File: src/rtl/sfwp_pkg.sv
// package of the flash write-protection block: opcodes, register map, field layout, state codes
// assumes: used by sfwp_guard and sfwp_region; 8-bit command opcodes, 32-bit array address
package sfwp_pkg;

  // array geometry
  localparam int          ADDR_W      = 32;
  localparam int          BLK_W       = 10;              // 1024 blocks of 64K
  localparam int          BLK_LSB     = 16;              // block index position in the address
  localparam logic [3:0]  LVL_NONE    = 4'h0;
  localparam logic [3:0]  LVL_ALL     = 4'hB;            // levels 11..15 protect everything

  // secured area: 512 bytes, first 16 bytes hold the factory serial number
  localparam int          OTP_MSB     = 8;               // offset bits [8:0]
  localparam int          OTP_SN_LSB  = 4;               // offsets below 0x010 have [8:4] == 0

  // command opcodes (defaults, one byte each)
  localparam logic [7:0]  OP_WR_EN    = 8'h06;
  localparam logic [7:0]  OP_WRDI     = 8'h04;
  localparam logic [7:0]  OP_WRSR     = 8'h01;
  localparam logic [7:0]  OP_PP4B     = 8'h12;
  localparam logic [7:0]  OP_SE4B     = 8'h21;
  localparam logic [7:0]  OP_BE32K4B  = 8'h5C;
  localparam logic [7:0]  OP_BE4B     = 8'hDC;
  localparam logic [7:0]  OP_CE       = 8'hC7;
  localparam logic [7:0]  OP_DP       = 8'hB9;
  localparam logic [7:0]  OP_WAKE     = 8'hAB;           // wake from sleep and signature read
  localparam logic [7:0]  OP_ENSO     = 8'hB1;
  localparam logic [7:0]  OP_EXSO     = 8'hC1;
  localparam logic [7:0]  OP_SREG_WR  = 8'h2F;
  localparam logic [7:0]  OP_SUSPEND  = 8'hB0;
  localparam logic [7:0]  OP_RESUME   = 8'h30;
  localparam logic [7:0]  OP_RSTEN    = 8'h66;
  localparam logic [7:0]  OP_RST      = 8'h99;

  // frame lengths in bytes
  localparam logic [2:0]  LEN_CMD     = 3'h1;
  localparam logic [2:0]  LEN_WRSR    = 3'h2;
  localparam logic [2:0]  LEN_ERASE   = 3'h5;
  localparam logic [2:0]  LEN_PROG    = 3'h6;            // least: opcode, 4 address, 1 data
  localparam logic [2:0]  LEN_ADDR    = 3'h4;

  // status byte written by the status-write command
  localparam int          SR_LVL_LSB  = 2;               // level in [5:2]
  localparam int          SR_TB_BIT   = 6;

  // register port map (byte addresses)
  localparam logic [3:0]  REG_STATUS  = 4'h0;            // ro: latch flag, sleep, secured, suspended
  localparam logic [3:0]  REG_PROT    = 4'h4;            // rw: level [3:0], top/bottom [4]
  localparam logic [3:0]  REG_SECURE  = 4'h8;            // ro: factory lock [0], customer lock [1]
  localparam int          PROT_TB_BIT = 4;

  // operation kinds handed to the array
  typedef enum logic [2:0] {
    KIND_PROG  = 3'b000,
    KIND_SECT  = 3'b001,
    KIND_BLK32 = 3'b010,
    KIND_BLK64 = 3'b011,
    KIND_CHIP  = 3'b100
  } sfwp_kind_t;

  // frame receiver states
  typedef enum logic [1:0] {
    ST_STANDBY = 2'b00,
    ST_SHIFT   = 2'b01,
    ST_DROP    = 2'b10
  } sfwp_state_t;

endpackage : sfwp_pkg

File: src/rtl/sfwp_guard.sv
// write-protection guard of a serial flash: frames host commands and lets only legal changes through
// assumes: pins are asynchronous to sys_clk_i and slow (serial clock well below a quarter of it)
//
// Behaviour
// power-up reset puts receiver in standby
// commands count only if ending on byte
// changes need write latch flag set first
// sleep ignores all but wake/signature/suspend/resume/reset
// level bits and select make region read-only
// select 0: top 2^(n-1) blocks protected
// select 1: bottom 2^(n-1) blocks protected
// levels 11..15 protect every block
// security bit 0 shows factory lock
// secured area programmable only inside secured mode
// security write sets customer lock bit 1
// locks never clear, locked area never changes
// secured mode blocks main array access
// offsets 000-00F serial, 010-1FF customer
// hardware reset pin is active low
// lane zero in, lane one out single
// lanes two/three only for quad read
// protect bits held as status bits
// changes to protected blocks are rejected
// check whole address before any change
//
// The strobed register port and the register offsets were decided locally.
`timescale 1ns/1ps
module sfwp_guard
  import sfwp_pkg::*;
(
  input  wire logic              sys_clk_i,
  input  wire logic              rst_i,
  input  wire logic              sclk_i,
  input  wire logic              cs_n_i,
  input  wire logic              hw_reset_n_i,
  input  wire logic              data_lane_zero_i,
  output logic                   data_lane_one_o,
  output logic                   data_lane_one_oe_o,
  output logic                   data_lane_two_o,
  output logic                   data_lane_two_oe_o,
  output logic                   data_lane_three_o,
  output logic                   data_lane_three_oe_o,
  input  wire logic              factory_lock_i,
  input  wire logic [3:0]        reg_addr_i,
  input  wire logic [31:0]       reg_wdata_i,
  input  wire logic              reg_wr_i,
  input  wire logic              reg_rd_i,
  output logic [31:0]            reg_rdata_o,
  output logic                   op_valid_o,
  output logic                   op_reject_o,
  output logic [2:0]             op_kind_o,
  output logic                   op_otp_o,
  output logic [ADDR_W-1:0]      op_addr_o
);

  ////////////////////////////////////////////////////////////////////////////
  // pin synchronisers: bits are sclk, cs_n, lane zero, reset_n
  logic [3:0] sync1_q;
  logic [3:0] sync2_q;
  logic [3:0] sync3_q;

  // two flops then one more stage for edge finding
  always_ff @(posedge sys_clk_i) begin
    if (rst_i) begin
      sync1_q <= 4'hA;
      sync2_q <= 4'hA;
      sync3_q <= 4'hA;
    end else begin
      sync1_q <= {hw_reset_n_i, data_lane_zero_i, cs_n_i, sclk_i};
      sync2_q <= sync1_q;
      sync3_q <= sync2_q;
    end
  end

  logic sclk_rise;
  logic cs_fall;
  logic cs_rise;
  logic lane0;
  logic pin_reset;

  assign sclk_rise = sync2_q[0] & ~sync3_q[0];          // data latched on rising serial clock
  assign cs_fall   = ~sync2_q[1] & sync3_q[1];
  assign cs_rise   = sync2_q[1] & ~sync3_q[1];
  assign lane0     = sync2_q[2];
  assign pin_reset = ~sync2_q[3];

  ////////////////////////////////////////////////////////////////////////////
  // command decoding helpers
  function automatic logic is_known(input logic [7:0] op);
    is_known = (op == OP_WR_EN) || (op == OP_WRDI) || (op == OP_WRSR) || (op == OP_PP4B) ||
               (op == OP_SE4B) || (op == OP_BE32K4B) || (op == OP_BE4B) || (op == OP_CE) ||
               (op == OP_DP) || (op == OP_WAKE) || (op == OP_ENSO) || (op == OP_EXSO) ||
               (op == OP_SREG_WR) || (op == OP_SUSPEND) || (op == OP_RESUME) ||
               (op == OP_RSTEN) || (op == OP_RST);
  endfunction : is_known

  function automatic logic sleep_ok(input logic [7:0] op);
    sleep_ok = (op == OP_WAKE) || (op == OP_SUSPEND) || (op == OP_RESUME) ||
               (op == OP_RSTEN) || (op == OP_RST);
  endfunction : sleep_ok

  ////////////////////////////////////////////////////////////////////////////
  // frame receiver
  sfwp_state_t       state_q, state_d;
  logic [2:0]        bit_cnt_q, bit_cnt_d;
  logic [2:0]        byte_cnt_q, byte_cnt_d;
  logic [6:0]        shift_q, shift_d;
  logic [7:0]        opcode_q, opcode_d;
  logic [ADDR_W-1:0] addr_q, addr_d;
  logic              dpd_q;
  logic [7:0]        new_byte;

  assign new_byte = {shift_q, lane0};

  // shift bits, count whole bytes, drop unknown or sleeping commands
  always_comb begin
    state_d    = state_q;
    bit_cnt_d  = bit_cnt_q;
    byte_cnt_d = byte_cnt_q;
    shift_d    = shift_q;
    opcode_d   = opcode_q;
    addr_d     = addr_q;
    unique case (state_q)
      ST_STANDBY: begin
        if (cs_fall) begin
          state_d    = ST_SHIFT;
          bit_cnt_d  = 3'h0;
          byte_cnt_d = 3'h0;
        end
      end
      ST_SHIFT: begin
        if (cs_rise) begin
          state_d = ST_STANDBY;
        end else if (sclk_rise) begin
          bit_cnt_d = bit_cnt_q + 3'h1;
          shift_d   = new_byte[6:0];
          if (bit_cnt_q == 3'h7) begin
            if (byte_cnt_q != 3'h7) begin
              byte_cnt_d = byte_cnt_q + 3'h1;
            end
            if (byte_cnt_q == 3'h0) begin
              opcode_d = new_byte;
              if (!is_known(new_byte) || (dpd_q && !sleep_ok(new_byte))) begin
                state_d = ST_DROP;
              end
            end else if (byte_cnt_q <= LEN_ADDR) begin
              addr_d = {addr_q[ADDR_W-9:0], new_byte};
            end
          end
        end
      end
      ST_DROP: begin
        if (cs_rise) begin
          state_d = ST_STANDBY;
        end
      end
      default: begin
        state_d = ST_STANDBY;
      end
    endcase
    if (pin_reset) begin
      state_d = ST_STANDBY;
    end
  end

  always_ff @(posedge sys_clk_i) begin
    if (rst_i) begin
      state_q    <= ST_STANDBY;
      bit_cnt_q  <= 3'h0;
      byte_cnt_q <= 3'h0;
      shift_q    <= 7'h00;
      opcode_q   <= 8'h00;
      addr_q     <= '0;
    end else begin
      state_q    <= state_d;
      bit_cnt_q  <= bit_cnt_d;
      byte_cnt_q <= byte_cnt_d;
      shift_q    <= shift_d;
      opcode_q   <= opcode_d;
      addr_q     <= addr_d;
    end
  end

  ////////////////////////////////////////////////////////////////////////////
  // protection state and command execution
  logic        wlf_q, wlf_d;
  logic        dpd_d;
  logic        sec_q, sec_d;
  logic        susp_q, susp_d;
  logic        rsten_q, rsten_d;
  logic [3:0]  level_q, level_d;
  logic        tb_q, tb_d;
  logic        cust_q, cust_d;
  logic        fact_q;
  logic        valid_q, valid_d;
  logic        reject_q, reject_d;
  sfwp_kind_t  kind_q, kind_d;
  logic        otp_q, otp_d;
  logic [31:0] rdata_q, rdata_d;
  logic        exec;
  logic        is_mod;
  logic        blk_hit;
  logic        any_prot;
  logic        bad;

  // executes only when the frame ends on a byte boundary
  assign exec = (state_q == ST_SHIFT) && cs_rise && (bit_cnt_q == 3'h0) && (byte_cnt_q != 3'h0);

  sfwp_region #(
    .BW        (BLK_W)
  ) u_region (
    .level_i   (level_q),
    .top_bot_i (tb_q),
    .block_i   (addr_q[BLK_LSB+BLK_W-1:BLK_LSB]),
    .hit_o     (blk_hit),
    .any_o     (any_prot)
  );

  always_comb begin
    wlf_d    = wlf_q;
    dpd_d    = dpd_q;
    sec_d    = sec_q;
    susp_d   = susp_q;
    rsten_d  = rsten_q;
    level_d  = level_q;
    tb_d     = tb_q;
    cust_d   = cust_q;
    valid_d  = 1'b0;
    reject_d = 1'b0;
    kind_d   = kind_q;
    otp_d    = otp_q;
    is_mod   = 1'b0;
    bad      = 1'b0;
    rdata_d  = 32'h0000_0000;
    // software access to the protect bits; a command in the same cycle wins
    if (reg_wr_i && (reg_addr_i == REG_PROT)) begin
      level_d = reg_wdata_i[3:0];
      tb_d    = reg_wdata_i[PROT_TB_BIT];
    end
    if (exec && !(dpd_q && !sleep_ok(opcode_q))) begin
      rsten_d = 1'b0;
      unique case (opcode_q)
        OP_WR_EN:   if (byte_cnt_q == LEN_CMD) wlf_d = 1'b1;
        OP_WRDI:    if (byte_cnt_q == LEN_CMD) wlf_d = 1'b0;
        OP_DP:      if (byte_cnt_q == LEN_CMD) dpd_d = 1'b1;
        OP_WAKE:    dpd_d = 1'b0;
        OP_ENSO:    if (byte_cnt_q == LEN_CMD) sec_d = 1'b1;
        OP_EXSO:    if (byte_cnt_q == LEN_CMD) sec_d = 1'b0;
        OP_SUSPEND: if (byte_cnt_q == LEN_CMD) susp_d = 1'b1;
        OP_RESUME:  if (byte_cnt_q == LEN_CMD) susp_d = 1'b0;
        OP_RSTEN:   if (byte_cnt_q == LEN_CMD) rsten_d = 1'b1;
        OP_RST: begin
          if ((byte_cnt_q == LEN_CMD) && rsten_q) begin
            wlf_d  = 1'b0;
            sec_d  = 1'b0;
            susp_d = 1'b0;
            dpd_d  = 1'b0;
          end
        end
        OP_WRSR: begin
          if ((byte_cnt_q == LEN_WRSR) && wlf_q) begin
            level_d = addr_q[SR_LVL_LSB+3:SR_LVL_LSB];
            tb_d    = addr_q[SR_TB_BIT];
            wlf_d   = 1'b0;
          end
        end
        OP_SREG_WR: begin
          if ((byte_cnt_q == LEN_CMD) && wlf_q) begin
            cust_d = 1'b1;
            wlf_d  = 1'b0;
          end
        end
        OP_PP4B: begin
          is_mod = (byte_cnt_q >= LEN_PROG);
          kind_d = KIND_PROG;
        end
        OP_SE4B, OP_BE32K4B, OP_BE4B: begin
          is_mod = (byte_cnt_q == LEN_ERASE);
          kind_d = (opcode_q == OP_SE4B) ? KIND_SECT : ((opcode_q == OP_BE4B) ? KIND_BLK64 : KIND_BLK32);
        end
        OP_CE: begin
          is_mod = (byte_cnt_q == LEN_CMD);
          kind_d = KIND_CHIP;
        end
        default: ;
      endcase
      // whole address and all locks checked before the array is told anything
      if (is_mod) begin
        if (sec_q) begin
          bad = (kind_d != KIND_PROG);
          if (addr_q[OTP_MSB:OTP_SN_LSB] == '0) begin
            bad = bad || fact_q;
          end else begin
            bad = bad || cust_q;
          end
        end else if (kind_d == KIND_CHIP) begin
          bad = any_prot;
        end else begin
          bad = blk_hit;
        end
        otp_d    = sec_q;
        valid_d  = wlf_q && !bad;
        reject_d = !wlf_q || bad;
        wlf_d    = 1'b0;
      end
    end
    if (pin_reset) begin
      wlf_d   = 1'b0;
      dpd_d   = 1'b0;
      sec_d   = 1'b0;
      susp_d  = 1'b0;
      rsten_d = 1'b0;
    end
    if (reg_rd_i) begin
      unique case (reg_addr_i)
        REG_STATUS: rdata_d = {28'h0, susp_q, sec_q, dpd_q, wlf_q};
        REG_PROT:   rdata_d = {27'h0, tb_q, level_q};
        REG_SECURE: rdata_d = {30'h0, cust_q, fact_q};
        default:    rdata_d = 32'h0000_0000;
      endcase
    end
  end

  always_ff @(posedge sys_clk_i) begin
    if (rst_i) begin
      wlf_q    <= 1'b0;
      dpd_q    <= 1'b0;
      sec_q    <= 1'b0;
      susp_q   <= 1'b0;
      rsten_q  <= 1'b0;
      level_q  <= LVL_NONE;
      tb_q     <= 1'b0;
      cust_q   <= 1'b0;
      fact_q   <= 1'b0;
      valid_q  <= 1'b0;
      reject_q <= 1'b0;
      kind_q   <= KIND_PROG;
      otp_q    <= 1'b0;
      rdata_q  <= 32'h0000_0000;
    end else begin
      wlf_q    <= wlf_d;
      dpd_q    <= dpd_d;
      sec_q    <= sec_d;
      susp_q   <= susp_d;
      rsten_q  <= rsten_d;
      level_q  <= level_d;
      tb_q     <= tb_d;
      cust_q   <= cust_d;
      fact_q   <= factory_lock_i;
      valid_q  <= valid_d;
      reject_q <= reject_d;
      kind_q   <= kind_d;
      otp_q    <= otp_d;
      rdata_q  <= rdata_d;
    end
  end

  // outputs; lanes one to three are never driven since no read path lives here
  assign reg_rdata_o          = rdata_q;
  assign op_valid_o           = valid_q;
  assign op_reject_o          = reject_q;
  assign op_kind_o            = kind_q;
  assign op_otp_o             = otp_q;
  assign op_addr_o            = addr_q;
  assign data_lane_one_o      = 1'b0;
  assign data_lane_one_oe_o   = 1'b0;
  assign data_lane_two_o      = 1'b0;
  assign data_lane_two_oe_o   = 1'b0;
  assign data_lane_three_o    = 1'b0;
  assign data_lane_three_oe_o = 1'b0;

  ////////////////////////////////////////////////////////////////////////////
  // assertions
  property p_reset_standby;
    @(posedge sys_clk_i) rst_i |=> (state_q == ST_STANDBY) && !wlf_q && !valid_q;
  endproperty
  a_reset_standby: assert property (p_reset_standby) else $error("not in standby after reset");

  property p_partial_byte;
    @(posedge sys_clk_i) disable iff (rst_i)
      ((state_q == ST_SHIFT) && cs_rise && (bit_cnt_q != 3'h0)) |=> !valid_q && !reject_q;
  endproperty
  a_partial_byte: assert property (p_partial_byte) else $error("partial byte command acted");

  property p_needs_wlf;
    @(posedge sys_clk_i) disable iff (rst_i) valid_q |-> $past(wlf_q) && !wlf_q;
  endproperty
  a_needs_wlf: assert property (p_needs_wlf) else $error("change without write latch flag");

  // a forbidden opcode seen in sleep drops the whole frame
  property p_sleep_ignore;
    @(posedge sys_clk_i) disable iff (rst_i)
      (dpd_q && !pin_reset && sclk_rise && (state_q == ST_SHIFT) && (bit_cnt_q == 3'h7) && (byte_cnt_q == 3'h0) &&
       !sleep_ok(new_byte)) |=> (state_q == ST_DROP) && $stable(wlf_q) && $stable(sec_q) && !valid_q;
  endproperty
  a_sleep_ignore: assert property (p_sleep_ignore) else $error("command acted in sleep");

  property p_block_reject;
    @(posedge sys_clk_i) disable iff (rst_i)
      (exec && (opcode_q == OP_SE4B) && (byte_cnt_q == LEN_ERASE) && blk_hit && !sec_q && !dpd_q)
        |=> reject_q && !valid_q;
  endproperty
  a_block_reject: assert property (p_block_reject) else $error("protected block erased");

  property p_secure_only_prog;
    @(posedge sys_clk_i) disable iff (rst_i) (valid_q && otp_q) |-> (kind_q == KIND_PROG);
  endproperty
  a_secure_only_prog: assert property (p_secure_only_prog) else $error("array touched in secured mode");

  property p_factory_area;
    @(posedge sys_clk_i) disable iff (rst_i)
      (valid_q && otp_q) |-> !(fact_q && (addr_q[OTP_MSB:OTP_SN_LSB] == '0));
  endproperty
  a_factory_area: assert property (p_factory_area) else $error("factory serial area changed");

  property p_cust_sticky;
    @(posedge sys_clk_i) disable iff (rst_i) cust_q |=> cust_q;
  endproperty
  a_cust_sticky: assert property (p_cust_sticky) else $error("customer lock cleared");

  property p_pin_reset;
    @(posedge sys_clk_i) disable iff (rst_i)
      pin_reset |=> (state_q == ST_STANDBY) && !wlf_q && !dpd_q && !sec_q;
  endproperty
  a_pin_reset: assert property (p_pin_reset) else $error("reset pin had no effect");

  property p_lanes_quiet;
    @(posedge sys_clk_i) disable iff (rst_i)
      !data_lane_one_oe_o && !data_lane_two_oe_o && !data_lane_three_oe_o;
  endproperty
  a_lanes_quiet: assert property (p_lanes_quiet) else $error("lane driven without read");

  property p_all_levels;
    @(posedge sys_clk_i) disable iff (rst_i) (level_q >= LVL_ALL) |-> blk_hit && any_prot;
  endproperty
  a_all_levels: assert property (p_all_levels) else $error("high level left a block open");

  c_prog_ok: cover property (@(posedge sys_clk_i) disable iff (rst_i) valid_q && !otp_q);
  c_reject:  cover property (@(posedge sys_clk_i) disable iff (rst_i) reject_q);
  c_otp:     cover property (@(posedge sys_clk_i) disable iff (rst_i) valid_q && otp_q);
  c_lock:    cover property (@(posedge sys_clk_i) disable iff (rst_i) $rose(cust_q));

endmodule : sfwp_guard

File: src/rtl/sfwp_region.sv
// protected-region decoder: level bits and top/bottom select against a block index
// assumes: inputs from registers on the same clock; purely combinational
`timescale 1ns/1ps
module sfwp_region
  import sfwp_pkg::*;
#(
  parameter int BW = BLK_W
) (
  input  wire logic [3:0]    level_i,
  input  wire logic          top_bot_i,
  input  wire logic [BW-1:0] block_i,
  output logic               hit_o,
  output logic               any_o
);

  logic [BW:0] span;

  // size of the region is 2^(level-1) blocks for levels 1..10; level 0 protects none, levels 11..15 all
  always_comb begin
    span  = '0;
    hit_o = 1'b0;
    any_o = (level_i != LVL_NONE);
    if (level_i >= LVL_ALL) begin
      hit_o = 1'b1;
    end else if (level_i != LVL_NONE) begin
      span = (BW+1)'(1) << (level_i - 4'h1);
      if (top_bot_i) begin
        hit_o = ({1'b0, block_i} < span);
      end else begin
        hit_o = ({1'b0, block_i} >= ((BW+1)'(1 << BW) - span));
      end
    end
  end

endmodule : sfwp_region

File: config.mk
export PLATFORM = sky130hd
export DESIGN_NAME = sfwp_guard
export DESIGN_NICKNAME = d
export VERILOG_FILES = /design/src/rtl/sfwp_pkg.sv /design/src/rtl/sfwp_guard.sv /design/src/rtl/sfwp_region.sv
export SDC_FILE = /design/constraint.sdc
export NUM_CORES = 1
export LEC_CHECK = 0
export ABC_AREA = 1
export BUFFER_PORTS_ARGS = -buffer_cell sky130_fd_sc_hd__buf_2
export CAP_MARGIN = 20
export CELL_PAD_IN_SITES_DETAIL_PLACEMENT = 1
export CELL_PAD_IN_SITES_GLOBAL_PLACEMENT = 1
export CORE_MARGIN = 3
export CORE_UTILIZATION = 41
export DETAILED_ROUTE_END_ITERATION = 8
export GPL_TIMING_DRIVEN = 0
export HOLD_SLACK_MARGIN = 0.08
export PLACE_DENSITY = 0.94
export REMOVE_ABC_BUFFERS = 1
export SLEW_MARGIN = 5
export SYNTH_ARGS = -nofsm -noshare
export SYNTH_HDL_FRONTEND = slang
export SYNTH_SLANG_ARGS = --single-unit
File: constraint.sdc
create_clock -name sys_clk_i -period 7.8 [get_ports sys_clk_i]
set_clock_uncertainty 0.1 [all_clocks]
set_input_delay 0.39 -clock sys_clk_i [delete_from_list [all_inputs] [get_ports sys_clk_i]]
set_output_delay 0.39 -clock sys_clk_i [all_outputs]
set_load 0.05 [all_outputs]
==> impl.org <==
** Critical path
- For the worst setup path, the data arrival time is 3.52 ns.
- Crit-path max cell delay :: 0.60 ns
- Worst setup EP type :: flop
- Data on the critical path is required at its endpoint by 7.95 ns.
- Among the stages of the critical path, the cell type that occurs most often is nand2_1.
- Family of cells with the greatest summed delay on the critical path :: simple AND/OR/NAND/NOR gates
- The signal on the critical path passes through inv_1, nand2_1, ha_1, inv_1, nor2_1, nand2_1, xor2_1, ha_1, nand2_1, nor2_1, nand4_1, nand3_1, nand2_1, nand2_1, nand2_1, nand3_1, nand2_1, nand2_1, nand2_1, nand2_1, nor2_1.
- Worst setup SP type :: flop
- Critical Path Slowest Stage Cell :: dfxtp_1
- The worst register-to-register path has a setup slack of 4.43 ns.
- CP bufs+invs :: 2
- In this run the worst path has a maximum fanout of 13.
- The worst setup path is of the reg2reg kind.

** GRT
- Summed over all layers, the global routing overflow is 0.
- The first global-routing pass estimated 23.3 mm of wire.
- Pin count of the biggest net entering global routing :: 61
- Number of antenna violations at the first check in global routing :: 0
- Total track usage :: 21.7%
- The number of global-route vias before repair is 4,894.

** Clock tree
- CTS tree :: built
- The clock passes through at most 2 buffers.
- Number of H-tree levels :: 3
- For this design, the CTS-stage hold fixing added 0 buffers.
- In this run, post-CTS repair resized a total of 0 instances.
- For this design, the sink count on the clock tree is 88.
- In this run the clock root is driven by a clkbuf_16.
- Worst-skew pair later-pin latency :: 0.35 ns
- Clock transition at path regs :: 0.07 ns
- Buffers added to address setup during post-CTS repair amount to 0.
- Buffers inserted during clock tree synthesis total 9.

** Layout
- Count of antenna diodes in the layout :: 0
- Counting the fill cells in the layout gives 1,549.
- From synthesis to final layout, the design area changed by 11.3%.
- Cells with a size suffix above 1 make up 14.2% of the layout.
- The finished layout holds 903 standard cells, fillers aside.
- For this run, the post-layout net count is 828.

** Synth
- A synthesized cell averages 7.05 sq um.
- In the synthesized netlist the dominant register cell turns out to be dfxtp_1.
- Of all cell types, the one taking the most synthesized area is dfxtp_1.
- Sequential share of the synthesized area :: 35.6%
- Commonest cells in the netlist :: 99 x nand2_1, 95 x nor2_1, 94 x inv_1, 88 x dfxtp_1, 74 x o21ai_0
- Yosys mapped a number of flops with a built-in enable equal to 0.
- Counting flops with an async set or reset pin after synthesis yields a share of 0%.
- During synthesis, Yosys emitted a total of 0 warnings.
- Cell Area, Synth :: 0.00495 sq mm
- Counting flops and latches in the post-synthesis netlist gives 88.
- Most area-consuming cells after synthesis :: dfxtp_1 36%, nand2_1 7.5%, o21ai_0 7.5%, nor2_1 7.2%, inv_1 7.1%
- Post-synthesis cell type count :: 41
- In the post-synthesis netlist, the cell with the most instances is nand2_1.
- Post-Synthesis Cells :: 703
- The synthesized design devotes to its leading area cell type 35.6% of total area.

** Power and ir drop
- Leak Pwr :: 0.00261 uW
- IR analysis of the VDD net gives a maximum drop of 0.132 mV.
- Pwr Density :: 189 mW/mm^2

** Place
- Count of port buffers added during placement :: 60
- OpenSTA, run right after detailed placement, puts the worst setup slack at 4.55 ns.
- After detailed placement, the design holds a cell count of 887.
- Detailed placement finished with a half-perimeter wire length of 10.2 mm.
- Final weighted congestion of routability-driven global placement :: 0.949

** Status
- The run finished with clean final reports.

** Timing
- The tightest hold path in the finished design has a slack of 0.115 ns.
- Highest clock frequency the design can meet :: 297 MHz
- Remaining max-slew budget at the tightest pin :: 34.1%
- Setup slack closes at 4.43 ns.
- For the final routed database, the setup TNS stands at 0 ns.
- Counting I/O delays and the setup requirement, the final critical path takes 3.37 ns.
- Final number of hold-violating endpoints :: 0
- The total count of max-transition violations in the final report is 0.
- Portion of the clock cycle consumed by the worst path in the final layout :: 43.2%
- Setup violations remaining at the end of the flow were counted as 0.
- For the pin with the worst max-slew slack, the measured transition is 0.987 ns.
- Setup repair after global routing left no endpoint under its margin.

** Route
- First drt pass iteration count :: 4
- Post-detailed-route via-to-cell ratio :: 5.28
- After detailed routing, the average wire length per cell comes to 15.9 um.
- For this run, design rule violations remaining after detail routing come to 0.
- The detailed router placed 4,770 vias in this run.
- The count of nets left with antenna violations once routing finished came out at 0.
- Detailed Route WL :: 14.3 mm
- In this run, the number of DRC markers left after iteration 0 of detailed routing was 341.

** Die
- During I/O placement, the number of pins put on the boundary was 121.
- The floorplan has 39 rows.
- The region available for standard cell placement spans 0.0116 sq mm.
- Starting density of the core :: 42.7%
- Measured along the x axis, the die boundary spans 116 um.
- Height of the die :: 116 um
- Die footprint :: 0.0134 sq mm

** Hold path
- Hold/Removal Path Class :: in2reg

** Run
- Max Cap Viol :: 0
[power breakdown]
group          total (uW)  switching [uW]  internal (uW)  leakage [uW]
clock                 428             205            223      0.000141
sequential            474            12.1            462      0.000712
combinational         140             105           34.4       0.00176
total                1040             323            719       0.00261
[cells by family after synthesis]
| logic type | Yosys count | share of synthesized area [%] |
|---|---|---|
| AND/OR/NAND/NOR | 269 | 24.3 |
| AO/OA/AOI/OAI | 159 | 17.0 |
| buffers and inverters | 149 | 14.1 |
| flip-flops | 88 | 35.6 |
| adder cells (fa/ha/maj) | 28 | 7.07 |
| multiplexers | 6 | 1.36 |
| XOR/XNOR | 3 | 0.530 |
| other | 1 | 0.0757 |
[flip-flops by register name, indices dropped and copies added (netlist names), 3 cells and up]
| register | cells |
|---|---|
| bit_cnt_q | 3 |
| byte_cnt_q | 3 |
| level_q | 4 |
| op_addr_o | 32 |
| op_kind_o | 3 |
| opcode_q | 8 |
| reg_rdata_o | 5 |
| shift_q | 7 |
| sync1_q | 4 |
| sync2_q | 4 |
[per-stage QoR]
stage	util, %	total power (uW)	cell area, sq um
finish	47.5	1040	5520
global route	47.5	1090	5520
global placement	45.0	616	5230
floorplan	-	592	4750
CTS	47.5	1050	5520
detailed placement	45.0	622	5230
[layout make-up]
type	instances	area (sq um)	share of cell area (%)
Multi-Input combinational cell	498	2620	47.4
Sequential cell	88	1760	31.9
Inverter	98	369	6.69
Timing Repair Buffer	60	300	5.44
Clock buffer	9	225	4.08
Tap cell	143	179	3.24
Clock inverter	7	66.3	1.20
[metal layers]
| layer | global-route usage (%) | vias up | share of wire, % |
|---|---|---|---|
| li1 | - | 2341 | - |
| met1 | 26.0 | 2285 | 43 |
| met2 | 39.0 | 119 | 50 |
| met3 | 4.33 | 25 | 4.6 |
| met4 | 6.73 | 0 | 1.8 |
| met5 | 0 | - | 0 |
[placed cells by master (no fill, tap or decap), types with 2 or more instances in the layout]
master	synthesis	final
a21oi_1	68	68
inv_1	94	93
ha_1	28	28
mux2_2	6	6
clkinv_2	1	2
or2_2	5	5
nor3b_1	2	2
clkbuf_16	0	9
o31ai_1	4	4
nor2_1	95	95
buf_2	5	60
nand2_1	99	99
nor3_1	14	14
nor2_2	5	5
dfxtp_1	88	88
conb_1	1	33
clkinv_4	0	2
inv_2	3	4
nor2_4	2	2
xor2_1	3	3
o21ai_0	74	74
nand3_1	27	27
nand4_1	11	11
nor3_2	2	2
a211oi_1	6	6
[final timing paths]
kind | startpoint | cells past startpoint | end
setup reg to reg | level_q[3]$_SDFF_PP0_ | 21 | op_valid_o$_SDFF_PP0_
setup / recovery | level_q[3]$_SDFF_PP0_ | 21 | op_valid_o$_SDFF_PP0_
hold / removal | cs_n_i | 2 | sync1_q[1]$_SDFF_PP1_
hold reg to reg | sync1_q[0]$_SDFF_PP0_ | 2 | sync2_q[0]$_SDFF_PP0_
Power figures use the tool's default switching activity.
